## config.mk

```make
export PLATFORM = sky130hd
export DESIGN_NAME = pcc_clock_ctrl
export DESIGN_NICKNAME = d
export VERILOG_FILES = /design/src/pkg/pcc_pkg.sv /design/src/pkg/pcc_pll_if.sv /design/src/hw/pcc_clock_ctrl.sv /design/src/hw/pcc_pll_synth.sv
export SDC_FILE = /design/constraint.sdc
export NUM_CORES = 1
export LEC_CHECK = 0
export ABC_AREA = 1
export BUFFER_PORTS_ARGS = -buffer_cell sky130_fd_sc_hd__buf_2
export CORE_MARGIN = 2
export CORE_UTILIZATION = 40
export CTS_CLUSTER_SIZE = 10
export DETAILED_ROUTE_END_ITERATION = 10
export HOLD_SLACK_MARGIN = 0.02
export PLACE_DENSITY = 0.62
export SLEW_MARGIN = 40
export SYNTH_ARGS = -nofsm -noshare
export SYNTH_HDL_FRONTEND = slang
export SYNTH_SLANG_ARGS = --single-unit
export TNS_END_PERCENT = 50
```

## constraint.sdc

```tcl
create_clock -name clk_i -period 3.7 [get_ports clk_i]
set_input_delay 0.74 -clock clk_i [delete_from_list [all_inputs] [get_ports clk_i]]
set_output_delay 0.74 -clock clk_i [all_outputs]
set_load 0.01 [all_outputs]
```

## src/pkg/pcc_pkg.sv

```systemverilog
// Constants and types of the clock controller
// Behaviour
// Three clocks: core, peripherals, USB, from oscillator/PLL
// Timer, counter-array, watchdog, port ticks from peripheral
// Power mode gates each output clock
// Input pin accepts external 48 MHz clock
// Crystal across pins runs up to 32 MHz
// Inverter off unless PLL feeds USB
// Software waits for lock before trusting clock
// Software sets divider byte for 48 MHz
// Output equals input times (R+1)/(N+1)
package pcc_pkg;
    localparam int unsigned CLK_HZ        = 20_000_000;
    localparam int unsigned EXT_CLK_MHZ   = 48;
    localparam int unsigned XTAL_MAX_MHZ  = 32;
    localparam int unsigned LOCK_REF_EDGES = 64;

    localparam logic [7:0] ADR_CTRL = 8'h00;
    localparam logic [7:0] ADR_DIV  = 8'h04;
    localparam logic [7:0] ADR_STAT = 8'h08;

    localparam int unsigned CTRL_PLL_EN  = 0;
    localparam int unsigned CTRL_USB_PLL = 1;
    localparam int unsigned CTRL_CPU_PLL = 2;
    localparam int unsigned CTRL_PWR_LO  = 3;
    localparam int unsigned CTRL_EXT_CLK = 5;
    localparam int unsigned CTRL_DRV_LO  = 8;
    localparam logic [15:0] CTRL_MASK    = 16'h0F3F;
    localparam logic [15:0] CTRL_RST     = 16'h0F00;
    localparam logic [7:0]  DIV_RST      = 8'h00;

    localparam int unsigned DIV_N_LO = 0;
    localparam int unsigned DIV_R_LO = 4;

    localparam int unsigned STAT_LOCK    = 0;
    localparam int unsigned STAT_OSC_ON  = 1;
    localparam int unsigned STAT_PLL_RUN = 2;
    localparam int unsigned STAT_PWR_LO  = 3;

    localparam int unsigned DRV_TIMER = 0;
    localparam int unsigned DRV_PCA   = 1;
    localparam int unsigned DRV_WDT   = 2;
    localparam int unsigned DRV_PORT  = 3;

    typedef enum logic [1:0] {
        PWR_RUN,
        PWR_IDLE,
        PWR_DOWN
    } pcc_pwr_type;
endpackage

```

## src/pkg/pcc_pll_if.sv

```systemverilog
// Link between controller and frequency synthesiser
`timescale 1ns/1ps
interface pcc_pll_if;
    logic       ref_tick;
    logic       run;
    logic [4:0] mult;
    logic [4:0] divn;
    logic       out_tick;
    logic       lock;
    modport ctl (output ref_tick, run, mult, divn, input out_tick, lock);
    modport syn (input ref_tick, run, mult, divn, output out_tick, lock);
endinterface

```

## src/hw/pcc_clock_ctrl.sv

```systemverilog
// Clock controller: oscillator sync, PLL, gating, Wishbone registers
`timescale 1ns/1ps
module pcc_clock_ctrl #(
    parameter int unsigned LOCK_EDGES = pcc_pkg::LOCK_REF_EDGES
) (
    // Clock and reset
    input  wire logic        clk_i,
    input  wire logic        rst_i,
    // Wishbone slave
    input  wire logic        wb_cyc_i,
    input  wire logic        wb_stb_i,
    input  wire logic        wb_we_i,
    input  wire logic [7:0]  wb_adr_i,
    input  wire logic [3:0]  wb_sel_i,
    input  wire logic [31:0] wb_dat_i,
    output logic [31:0]      wb_dat_o,
    output logic             wb_ack_o,
    // Oscillator pins
    input  wire logic        osc_input_pin_i,
    output logic             osc_output_pin_o,
    output logic             osc_inv_en_o,
    // Clock enables and PLL lock
    output logic             cpu_clk_en_o,
    output logic             periph_clk_en_o,
    output logic             usb_clk_en_o,
    output logic [3:0]       derived_clk_en_o,
    output logic             pll_lock_o
);
    import pcc_pkg::*;

    // Lock counter in the synthesiser is 16 bits wide
    if (LOCK_EDGES < 1 || LOCK_EDGES > 65535) begin : g_bad_lock
        $error("LOCK_EDGES out of range");
    end

    typedef struct packed {
        logic        sy1;
        logic        sy2;
        logic        sy3;
        logic        lvl;
        logic        refe;
        logic [15:0] ctrl;
        logic [7:0]  div;
        logic        ack;
        logic [31:0] dat;
        logic        cpu;
        logic        per;
        logic        usb;
        logic [3:0]  drv;
        logic        xout;
    } pcc_top_st_type;

    pcc_top_st_type q;
    pcc_top_st_type n;

    pcc_pll_if pll_if ();

    logic        pll_en;
    logic        usb_sel;
    logic        cpu_sel;
    logic        ext_mode;
    logic        inv_en;
    logic        osc_live;
    logic        cpu_src;
    logic        usb_src;
    logic        wb_req;
    pcc_pwr_type pwr;
    logic [31:0] rdata;

    assign pll_en   = q.ctrl[CTRL_PLL_EN];
    assign usb_sel  = q.ctrl[CTRL_USB_PLL];
    assign cpu_sel  = q.ctrl[CTRL_CPU_PLL];
    assign ext_mode = q.ctrl[CTRL_EXT_CLK];
    assign pwr      = pcc_pwr_type'(q.ctrl[CTRL_PWR_LO +: 2]);

    // Inverter runs only while PLL feeds USB
    assign inv_en   = usb_sel & ~ext_mode;
    // Edges usable from crystal or external clock
    assign osc_live = ext_mode | inv_en;

    assign pll_if.ref_tick = q.refe;
    assign pll_if.run      = pll_en & osc_live;
    assign pll_if.mult     = {1'b0, q.div[DIV_R_LO +: 4]} + 5'h01;
    assign pll_if.divn     = {1'b0, q.div[DIV_N_LO +: 4]} + 5'h01;

    pcc_pll_synth #(
        .LOCK_EDGES (LOCK_EDGES)
    ) u_synth (
        .clk_i (clk_i),
        .rst_i (rst_i),
        .pll   (pll_if.syn)
    );

    // Core and peripherals stay on oscillator until lock
    assign cpu_src = (cpu_sel & pll_if.lock) ? pll_if.out_tick : q.refe;
    assign usb_src = usb_sel & pll_if.lock & pll_if.out_tick;
    assign wb_req  = wb_cyc_i & wb_stb_i & ~q.ack;

    always_comb begin
        rdata = 32'h0000_0000;
        unique case (wb_adr_i)
            ADR_CTRL: rdata[15:0] = q.ctrl;
            ADR_DIV:  rdata[7:0]  = q.div;
            ADR_STAT: begin
                rdata[STAT_LOCK]          = pll_if.lock;
                rdata[STAT_OSC_ON]        = osc_live;
                rdata[STAT_PLL_RUN]       = pll_if.run;
                rdata[STAT_PWR_LO +: 2]   = q.ctrl[CTRL_PWR_LO +: 2];
            end
            default: rdata = 32'h0000_0000;
        endcase
    end

    always_comb begin
        n     = q;
        n.sy1 = osc_input_pin_i;
        n.sy2 = q.sy1;
        n.sy3 = q.sy2;
        // Level counts once two stages agree
        if (q.sy2 == q.sy3) begin
            n.lvl = q.sy3;
        end
        n.refe = n.lvl & ~q.lvl & osc_live;
        n.xout = inv_en & ~q.lvl;

        n.cpu = 1'b0;
        n.per = 1'b0;
        n.usb = 1'b0;
        unique case (pwr)
            PWR_RUN: begin
                n.cpu = cpu_src;
                n.per = cpu_src;
                n.usb = usb_src;
            end
            PWR_IDLE: begin
                n.per = cpu_src;
                n.usb = usb_src;
            end
            PWR_DOWN: begin
                n.cpu = 1'b0;
            end
            default: begin
                n.cpu = 1'b0;
            end
        endcase
        // Per-peripheral ticks follow peripheral clock
        n.drv = {4{n.per}} & q.ctrl[CTRL_DRV_LO +: 4];

        n.ack = wb_req;
        if (wb_req) begin
            n.dat = rdata;
            if (wb_we_i) begin
                if (wb_adr_i == ADR_CTRL) begin
                    if (wb_sel_i[0]) begin
                        n.ctrl[7:0] = wb_dat_i[7:0] & CTRL_MASK[7:0];
                    end
                    if (wb_sel_i[1]) begin
                        n.ctrl[15:8] = wb_dat_i[15:8] & CTRL_MASK[15:8];
                    end
                end
                if (wb_adr_i == ADR_DIV && wb_sel_i[0]) begin
                    n.div = wb_dat_i[7:0];
                end
            end
        end
    end

    always_ff @(posedge clk_i) begin
        if (rst_i) begin
            q      <= '0;
            q.ctrl <= CTRL_RST;
            q.div  <= DIV_RST;
        end else begin
            q <= n;
        end
    end

    assign wb_ack_o         = q.ack;
    assign wb_dat_o         = q.dat;
    assign osc_output_pin_o = q.xout;
    assign osc_inv_en_o     = inv_en;
    assign cpu_clk_en_o     = q.cpu;
    assign periph_clk_en_o  = q.per;
    assign usb_clk_en_o     = q.usb;
    assign derived_clk_en_o = q.drv;
    assign pll_lock_o       = pll_if.lock;
endmodule

```

## src/hw/pcc_pll_synth.sv

```systemverilog
// Ratio synthesiser with lock counter
`timescale 1ns/1ps
module pcc_pll_synth #(
    parameter int unsigned LOCK_EDGES = pcc_pkg::LOCK_REF_EDGES
) (
    // Clock and reset
    input  wire logic clk_i,
    input  wire logic rst_i,
    // Controller side
    pcc_pll_if.syn    pll
);
    import pcc_pkg::*;

    if (LOCK_EDGES < 1 || LOCK_EDGES > 65535) begin : g_bad_lock
        $error("LOCK_EDGES out of range");
    end

    typedef struct packed {
        logic [7:0]  acc;
        logic [15:0] lcnt;
        logic        lock;
        logic        tick;
        logic [9:0]  cfg;
    } pcc_syn_st_type;

    pcc_syn_st_type q;
    pcc_syn_st_type n;
    logic [8:0]     sum;

    always_comb begin
        n      = q;
        n.tick = 1'b0;
        n.cfg  = {pll.mult, pll.divn};
        sum    = {1'b0, q.acc} + (pll.ref_tick ? {4'h0, pll.mult} : 9'h000);
        if (!pll.run || n.cfg != q.cfg) begin
            n.acc  = 8'h00;
            n.lcnt = 16'h0000;
            n.lock = 1'b0;
        end else begin
            // Add R+1 per reference edge, emit per N+1
            if (sum >= {4'h0, pll.divn}) begin
                n.tick = 1'b1;
                sum    = sum - {4'h0, pll.divn};
            end
            n.acc = (sum > 9'h0FF) ? 8'hFF : sum[7:0];
            if (pll.ref_tick && !q.lock) begin
                if (q.lcnt == 16'(LOCK_EDGES - 1)) begin
                    n.lock = 1'b1;
                end else begin
                    n.lcnt = q.lcnt + 16'h0001;
                end
            end
        end
    end

    always_ff @(posedge clk_i) begin
        if (rst_i) begin
            q <= '0;
        end else begin
            q <= n;
        end
    end

    assign pll.out_tick = q.tick;
    assign pll.lock     = q.lock;
endmodule

```

==> impl_metrics.tcl, run 1 <==
set metrics [dict create \
    yosysMostFrequentCell "nand2_1" \
    coreArea_um2 10400 \
    ys_seq_area_share_pct 37.3 \
    die_x_um 108 \
    post-route-util_pct 44.9 \
    cts_root_buf "clkbuf_8" \
    routed_wl_um 8720 \
    synthFlopType "dfxtp_1" \
    placed_cells 729 \
    pwr-share-comb_pct 3.4 \
    clockPowerShare_pct 41.6 \
    pin_count 93 \
    final_nets 669 \
    synth_xor_area_share_pct 2.62 \
    hpwl_um 6660 \
    insertion_delay_ps 360 \
    p_sw_w 0.000376 \
    power_w 0.00158 \
    fin_setup_tns_ps 0 \
    synth-compound-area-share_pct 13.8 \
    worst_setup_path_end_kind "flop" \
    ant_nets 0 \
    synth_edf_count 0 \
    p_int_w 0.00120 \
    globalplace.congestion 0.793 \
    path_clk_slew_ps 80 \
    worst_hold_path.num_cells 2 \
    initial_core_util_pct 41.5 \
    ff2ff_path_depth 16 \
    htreeDepth 3 \
    clock_skew_ps 14.9 \
    min_period_over_period_pct 90.3 \
    timing.fmax_mhz 299 \
    grt_max_degree 35 \
    synth_top_family_by_area "simple AND/OR/NAND/NOR gates" \
    port-buffer-count 50 \
    crit_fanout 16 \
    die_area_um2 11600 \
    seqPwrFrac_pct 55.0 \
    synth-simple-area-share_pct 27.3 \
    ys_types 47 \
    globalRouteTotalUtil_pct 15.9 \
    dpl_worst_slack_ps 375 \
    power_per_cell_area_nw_per_um2 338 \
    cap_violations 0 \
    required_ps 3930 \
    routed-via-count 3577 \
    synth_top_area_share_pct 37.3 \
    cts_tree "built" \
    synthTopCellsByArea "dfxtp_1 37%, nand2_1 10%, buf_4 6.5%" \
    drcViolationCount 0 \
    numCtsBuffers 9 \
    synth_area_um2 4300 \
    leakage_nw 2.13 \
    grt_first_pass_wirelength_um 14800 \
    period_needed_ps 3340 \
    clk_path_buf_depth 2 \
    drtIter0Drc 162 \
    worst_path_max_delay_cell "fa_1" \
    drive_gt1_share_pct 18.6 \
    yosys_warnings 0 \
    cts_sinks 80 \
    antenna_cells 0 \
    p_sw_share_pct 23.8 \
    drv_slew 0 \
    worst_slew_pin_slew_ps 617 \
    post_drt_wl_per_cell_um 11.7 \
    arrival_ps 3570 \
    crit_chain "inv_1, nor2_1, ha_1, fa_1, xor2_1, ha_1, a21oi_2, nand2_1, nand2_1, nand2_1, nand2_1, nand3_1, nor2_1, nand2_2, nand4_2, nand2_1" \
    gr-total-overflow 0 \
    rows 37 \
    setup_viol 0 \
    final_cells 745 \
    synth.largest_area_cell "dfxtp_1" \
    criticalPathCategory "flop to flop" \
    syn_avg_cell_area_um2 7.54 \
    synthMuxAreaShare_pct 0 \
    fill_cells 1059 \
    outcome "complete, no violations" \
    peakVddDrop_mv 0.169 \
    hold_violations 0 \
    fin_ws_ps 360 \
    start_kind "flop" \
    fp.dieH_um 108 \
    crit_path_frequent_cell "nand2_1" \
    grt_pass1_vias 3308 \
    via_per_inst 4.80 \
    antenna_found_initial 0 \
    rsz0062_at_grt "no" \
    syn_inst 570 \
    cpPeakStageDelay_ps 420 \
    async_reset_ff_share_pct 0 \
    synthAdderAreaFrac_pct 4.71 \
    worst_slew_margin_rel_pct 58.9 \
    yosys_register_bits 80 \
    syn2layout_area_growth_pct 8.35 \
    min_path_type "flop to flop" \
    first_pass_iters 4 \
    synth_common_cells "119 x nand2_1, 80 x dfxtp_1, 68 x inv_1" \
]
-- kinds of logic after synthesis --
kind of cell / after synthesis
simple gates: 256
fa+ha+maj: 15
other cells: 1
buf+inv: 117
xor+xnor: 12
flops: 80
compound gates: 89
-- worst max-delay path, delay by kind of cell (launching register included) --
kind	cells	cell delay, ps
AOI/OAI and AO/OA	1	210
and+or+nand+nor	10	1140
buffers and inverters	1	200
xor gates and xnor gates	1	280
adders and majority gates	3	1030
DFF	1	350
-- flip-flops by register name, indices dropped and copies added, names as in the netlist, 2 cells and up --
signal and flops:
n 2, pwr 2, derived_clk_en_o 4, wb_dat_o 12, u_synth.q 34, q 15
-- final cells by class --
type                    instances  area, um^2  share of cell area (%)
repair buffers                 51         258                    5.53
well taps                     136         170                    3.65
flip-flops and latches         80        1600                    34.4
inverters                      70         263                    5.64
clock inverters                 7        76.3                    1.64
multi-input cells             392        2170                    46.5
clock buffers                   9         124                    2.66
-- stage by stage --
step                      hold slack (ps)  instance area (um^2)
after floorplan                       388                  4370
after global placement                392                  4450
after detailed placement              398                  4450
after CTS                             406                  4650
after global routing                  429                  4660
final                                 402                  4660
-- placed cells by master (no fill, tap or decap), drive strengths merged --
cell	Yosys	final
nor4	4	4
o22ai	2	2
conb	1	20
o21ai	22	22
buf	41	51
clkinv	0	2
ha	13	13
o21a	1	1
xor2	6	6
o211ai	11	11
and2	1	1
nand2	121	121
a31o	1	1
clkinvlp	0	1
clkbuf	6	9
nor2	73	73
nand3b	1	1
xnor2	6	6
fa	2	2
nand4	11	11
or2	8	8
inv	70	73
a21oi	42	42
nand3	31	31
dfxtp	80	80
nor3	6	6
a22o	2	2
bufinv	0	1
a211oi	6	6
o221ai	2	2
-- per-layer routing --
| metal | wire length (um) | global-route usage [%] | vias to the layer above |
|---|---|---|---|
| met5 | 0 | 0 | - |
| met4 | 126 | 4.85 | 0 |
| met3 | 350 | 3.93 | 12 |
| met2 | 4160 | 27.4 | 78 |
| met1 | 4080 | 19.5 | 1621 |
| li1 | - | - | 1866 |
-- repair_timing --
| action | CTS | global route |
|---|---|---|
| setup endpoints to repair | 0 | 6 |
| hold buffers | 0 | 0 |
| resized for setup | 0 | 1 |
| setup buffers | 0 | 0 |
-- power groups by stage --
stage	combinational (W)	clock [W]	sequential, W
2_1_floorplan	0.0000499	0	0.000887
3_3_place_gp	0.0000536	0	0.000887
3_5_place_dp	0.0000542	0	0.000887
4_1_cts	0.0000544	0.000677	0.000867
5_1_grt	0.0000614	0.000711	0.000867
6_report	0.0000537	0.000655	0.000867
-- worst paths after layout --
path | start | endpoint | slack [ps]
min | n[68] | n[67] | 400
max | pll_if.ref_tick | u_synth.q[30] | 360
min reg2reg | n[68] | n[67] | 400
max reg2reg | pll_if.ref_tick | u_synth.q[30] | 360
Note: power is estimated with default switching activity, not from simulation.
==> run 2, diff against run 1 <==
--- a/config.mk
+++ b/config.mk
@@ -12,7 +12,7 @@
 export CTS_CLUSTER_SIZE = 10
 export DETAILED_ROUTE_END_ITERATION = 10
 export HOLD_SLACK_MARGIN = 0.02
-export PLACE_DENSITY = 0.62
+export PLACE_DENSITY = 0.65
 export SLEW_MARGIN = 40
 export SYNTH_ARGS = -nofsm -noshare
 export SYNTH_HDL_FRONTEND = slang
==> run 2 against run 1 <==
Net effect:
- clock skew increased by 1.6 ps
- sequential power about the same
- register-to-register slack better by 40 ps
- via count down 0.31%
- sequential cell count did not move
- critical path depth up 3
- critical path type unchanged
- critical endpoint is now u_synth.q[29]
==> impl_metrics.tcl, run 2 (synthesis results as in run 1) <==
set metrics [dict create \
    outcome "complete, no violations" \
    pin_count 93 \
    clk_path_buf_depth 2 \
    setup_viol 0 \
    top_register "u_synth.q" \
    via_per_inst 4.79 \
    syn2layout_area_growth_pct 8.44 \
    initial_core_util_pct 41.5 \
    path_clk_slew_ps 90 \
    rsz0062_at_grt "no" \
    drv_slew 0 \
    hold_buffers 0 \
    die_x_um 108 \
    cts_sinks 80 \
    worst_slew_margin_rel_pct 56.9 \
    cts_root_buf "clkbuf_8" \
    post_drt_wl_per_cell_um 11.7 \
    antenna_found_initial 0 \
    arrival_ps 3580 \
    period_needed_ps 3300 \
    fp.dieH_um 108 \
    die_area_um2 11600 \
    grt_max_degree 35 \
    worst_setup_path_end_kind "flop" \
    power_per_cell_area_nw_per_um2 344 \
    drive_gt1_share_pct 18.6 \
    hpwl_um 6680 \
    hold_violations 0 \
    cts_setup_buffers 0 \
    coreArea_um2 10400 \
    final_common_cell "nand2_1" \
    min_path_type "flop to flop" \
    grt_pass1_vias 3350 \
    min_period_over_period_pct 89.2 \
    globalRouteTotalUtil_pct 15.9 \
    drtIter0Drc 165 \
    port-buffer-count 50 \
    timing.fmax_mhz 303 \
    gr-total-overflow 0 \
    ant_nets 0 \
    power_w 0.00160 \
    routed-via-count 3566 \
    worst_slew_pin_slew_ps 646 \
    cts_tree "built" \
    htreeDepth 3 \
    insertion_delay_ps 350 \
    criticalPathCategory "flop to flop" \
    peakVddDrop_mv 0.230 \
    required_ps 3980 \
    globalplace.congestion 0.790 \
    leakage_nw 2.14 \
    rows 37 \
    fin_setup_tns_ps 0 \
    crit_fanout 7 \
    cap_violations 0 \
    final_nets 668 \
    clock_skew_ps 16.5 \
    largest_reg_flops 34 \
    numCtsBuffers 9 \
    routed_wl_um 8700 \
    layout_common_cells "119 x nand2_1, 79 x dfxtp_1, 68 x inv_1, 67 x nor2_1, 50 x buf_2" \
    drcViolationCount 0 \
    first_pass_iters 4 \
    ctsResizeCount 0 \
    antenna_cells 0 \
    start_kind "flop" \
    grt_first_pass_wirelength_um 14800 \
]
[run 2: changes by cell type in the layout (fill, tap and decap cells not counted)]
cell	change
buf_4	-1
clkbuf_8	+1
clkinv_2	-1
clkinv_4	+1
clkinvlp_4	-1
dfxtp_1	-1
dfxtp_2	+1
[run 2: final cells by class]
class                      instances  area, um^2
multi-input combinational        392        2170
sequential                        80        1600
timing repair buffer              50         250
fill                            1068        5710
clock inverter                     6        72.6
inverter                          70         263
clock buffer                      10         138
tap                              136         170
[run 2: layer usage]
metal / routed length, um / share of wire (%) / GRT usage [%] / vias up
li1: - / - / - / 1858
met1: 4080 / 47 / 19.1 / 1616
met2: 4060 / 47 / 27.9 / 84
met3: 447 / 5.1 / 3.51 / 8
met4: 108 / 1.2 / 5.31 / 0
met5: 0 / 0 / 0 / -
[run 2: worst max-delay path, stage by stage (launching register included)]
cell,delay (ps)
dfxtp_2,370
ha_1,250
xnor2_2,220
nor2_1,80
ha_1,340
nand2_1,70
nand2_1,80
inv_1,40
nand2_1,90
xor2_1,260
ha_1,320
inv_1,110
o21ai_0,140
nand2_1,80
inv_1,60
nor2_1,190
nand2_1,70
nand2_1,100
nand4_2,200
nand2_1,150
[run 2: path summary, 6_finish.rpt]
kind | endpoint | depth (start not counted) | startpoint | slack (ps)
max | u_synth.q[29] | 19 | q[45] | 400
min reg2reg | n[67] | 2 | n[68] | 410
max reg2reg | u_synth.q[29] | 19 | q[45] | 400
min | n[67] | 2 | n[68] | 410
[run 2: through the flow]
stage	util (%)	setup slack (ps)	cells	instance area (um^2)	hold slack [ps]
3_3_place_gp	42.8	356	728	4440	390
5_1_grt	45.0	14.2	744	4660	424
3_5_place_dp	42.8	268	728	4440	404
2_1_floorplan	-	803	589	4370	388
4_1_cts	44.9	236	744	4650	415
6_report	45.0	400	744	4660	409
[run 2: where the power goes]
part | switching (W) | leakage [nW] | internal (W)
logic | 0.0000378 | 1.38 | 0.0000166
clock network | 0.000342 | 0.109 | 0.000340
registers | 0.00000201 | 0.646 | 0.000865
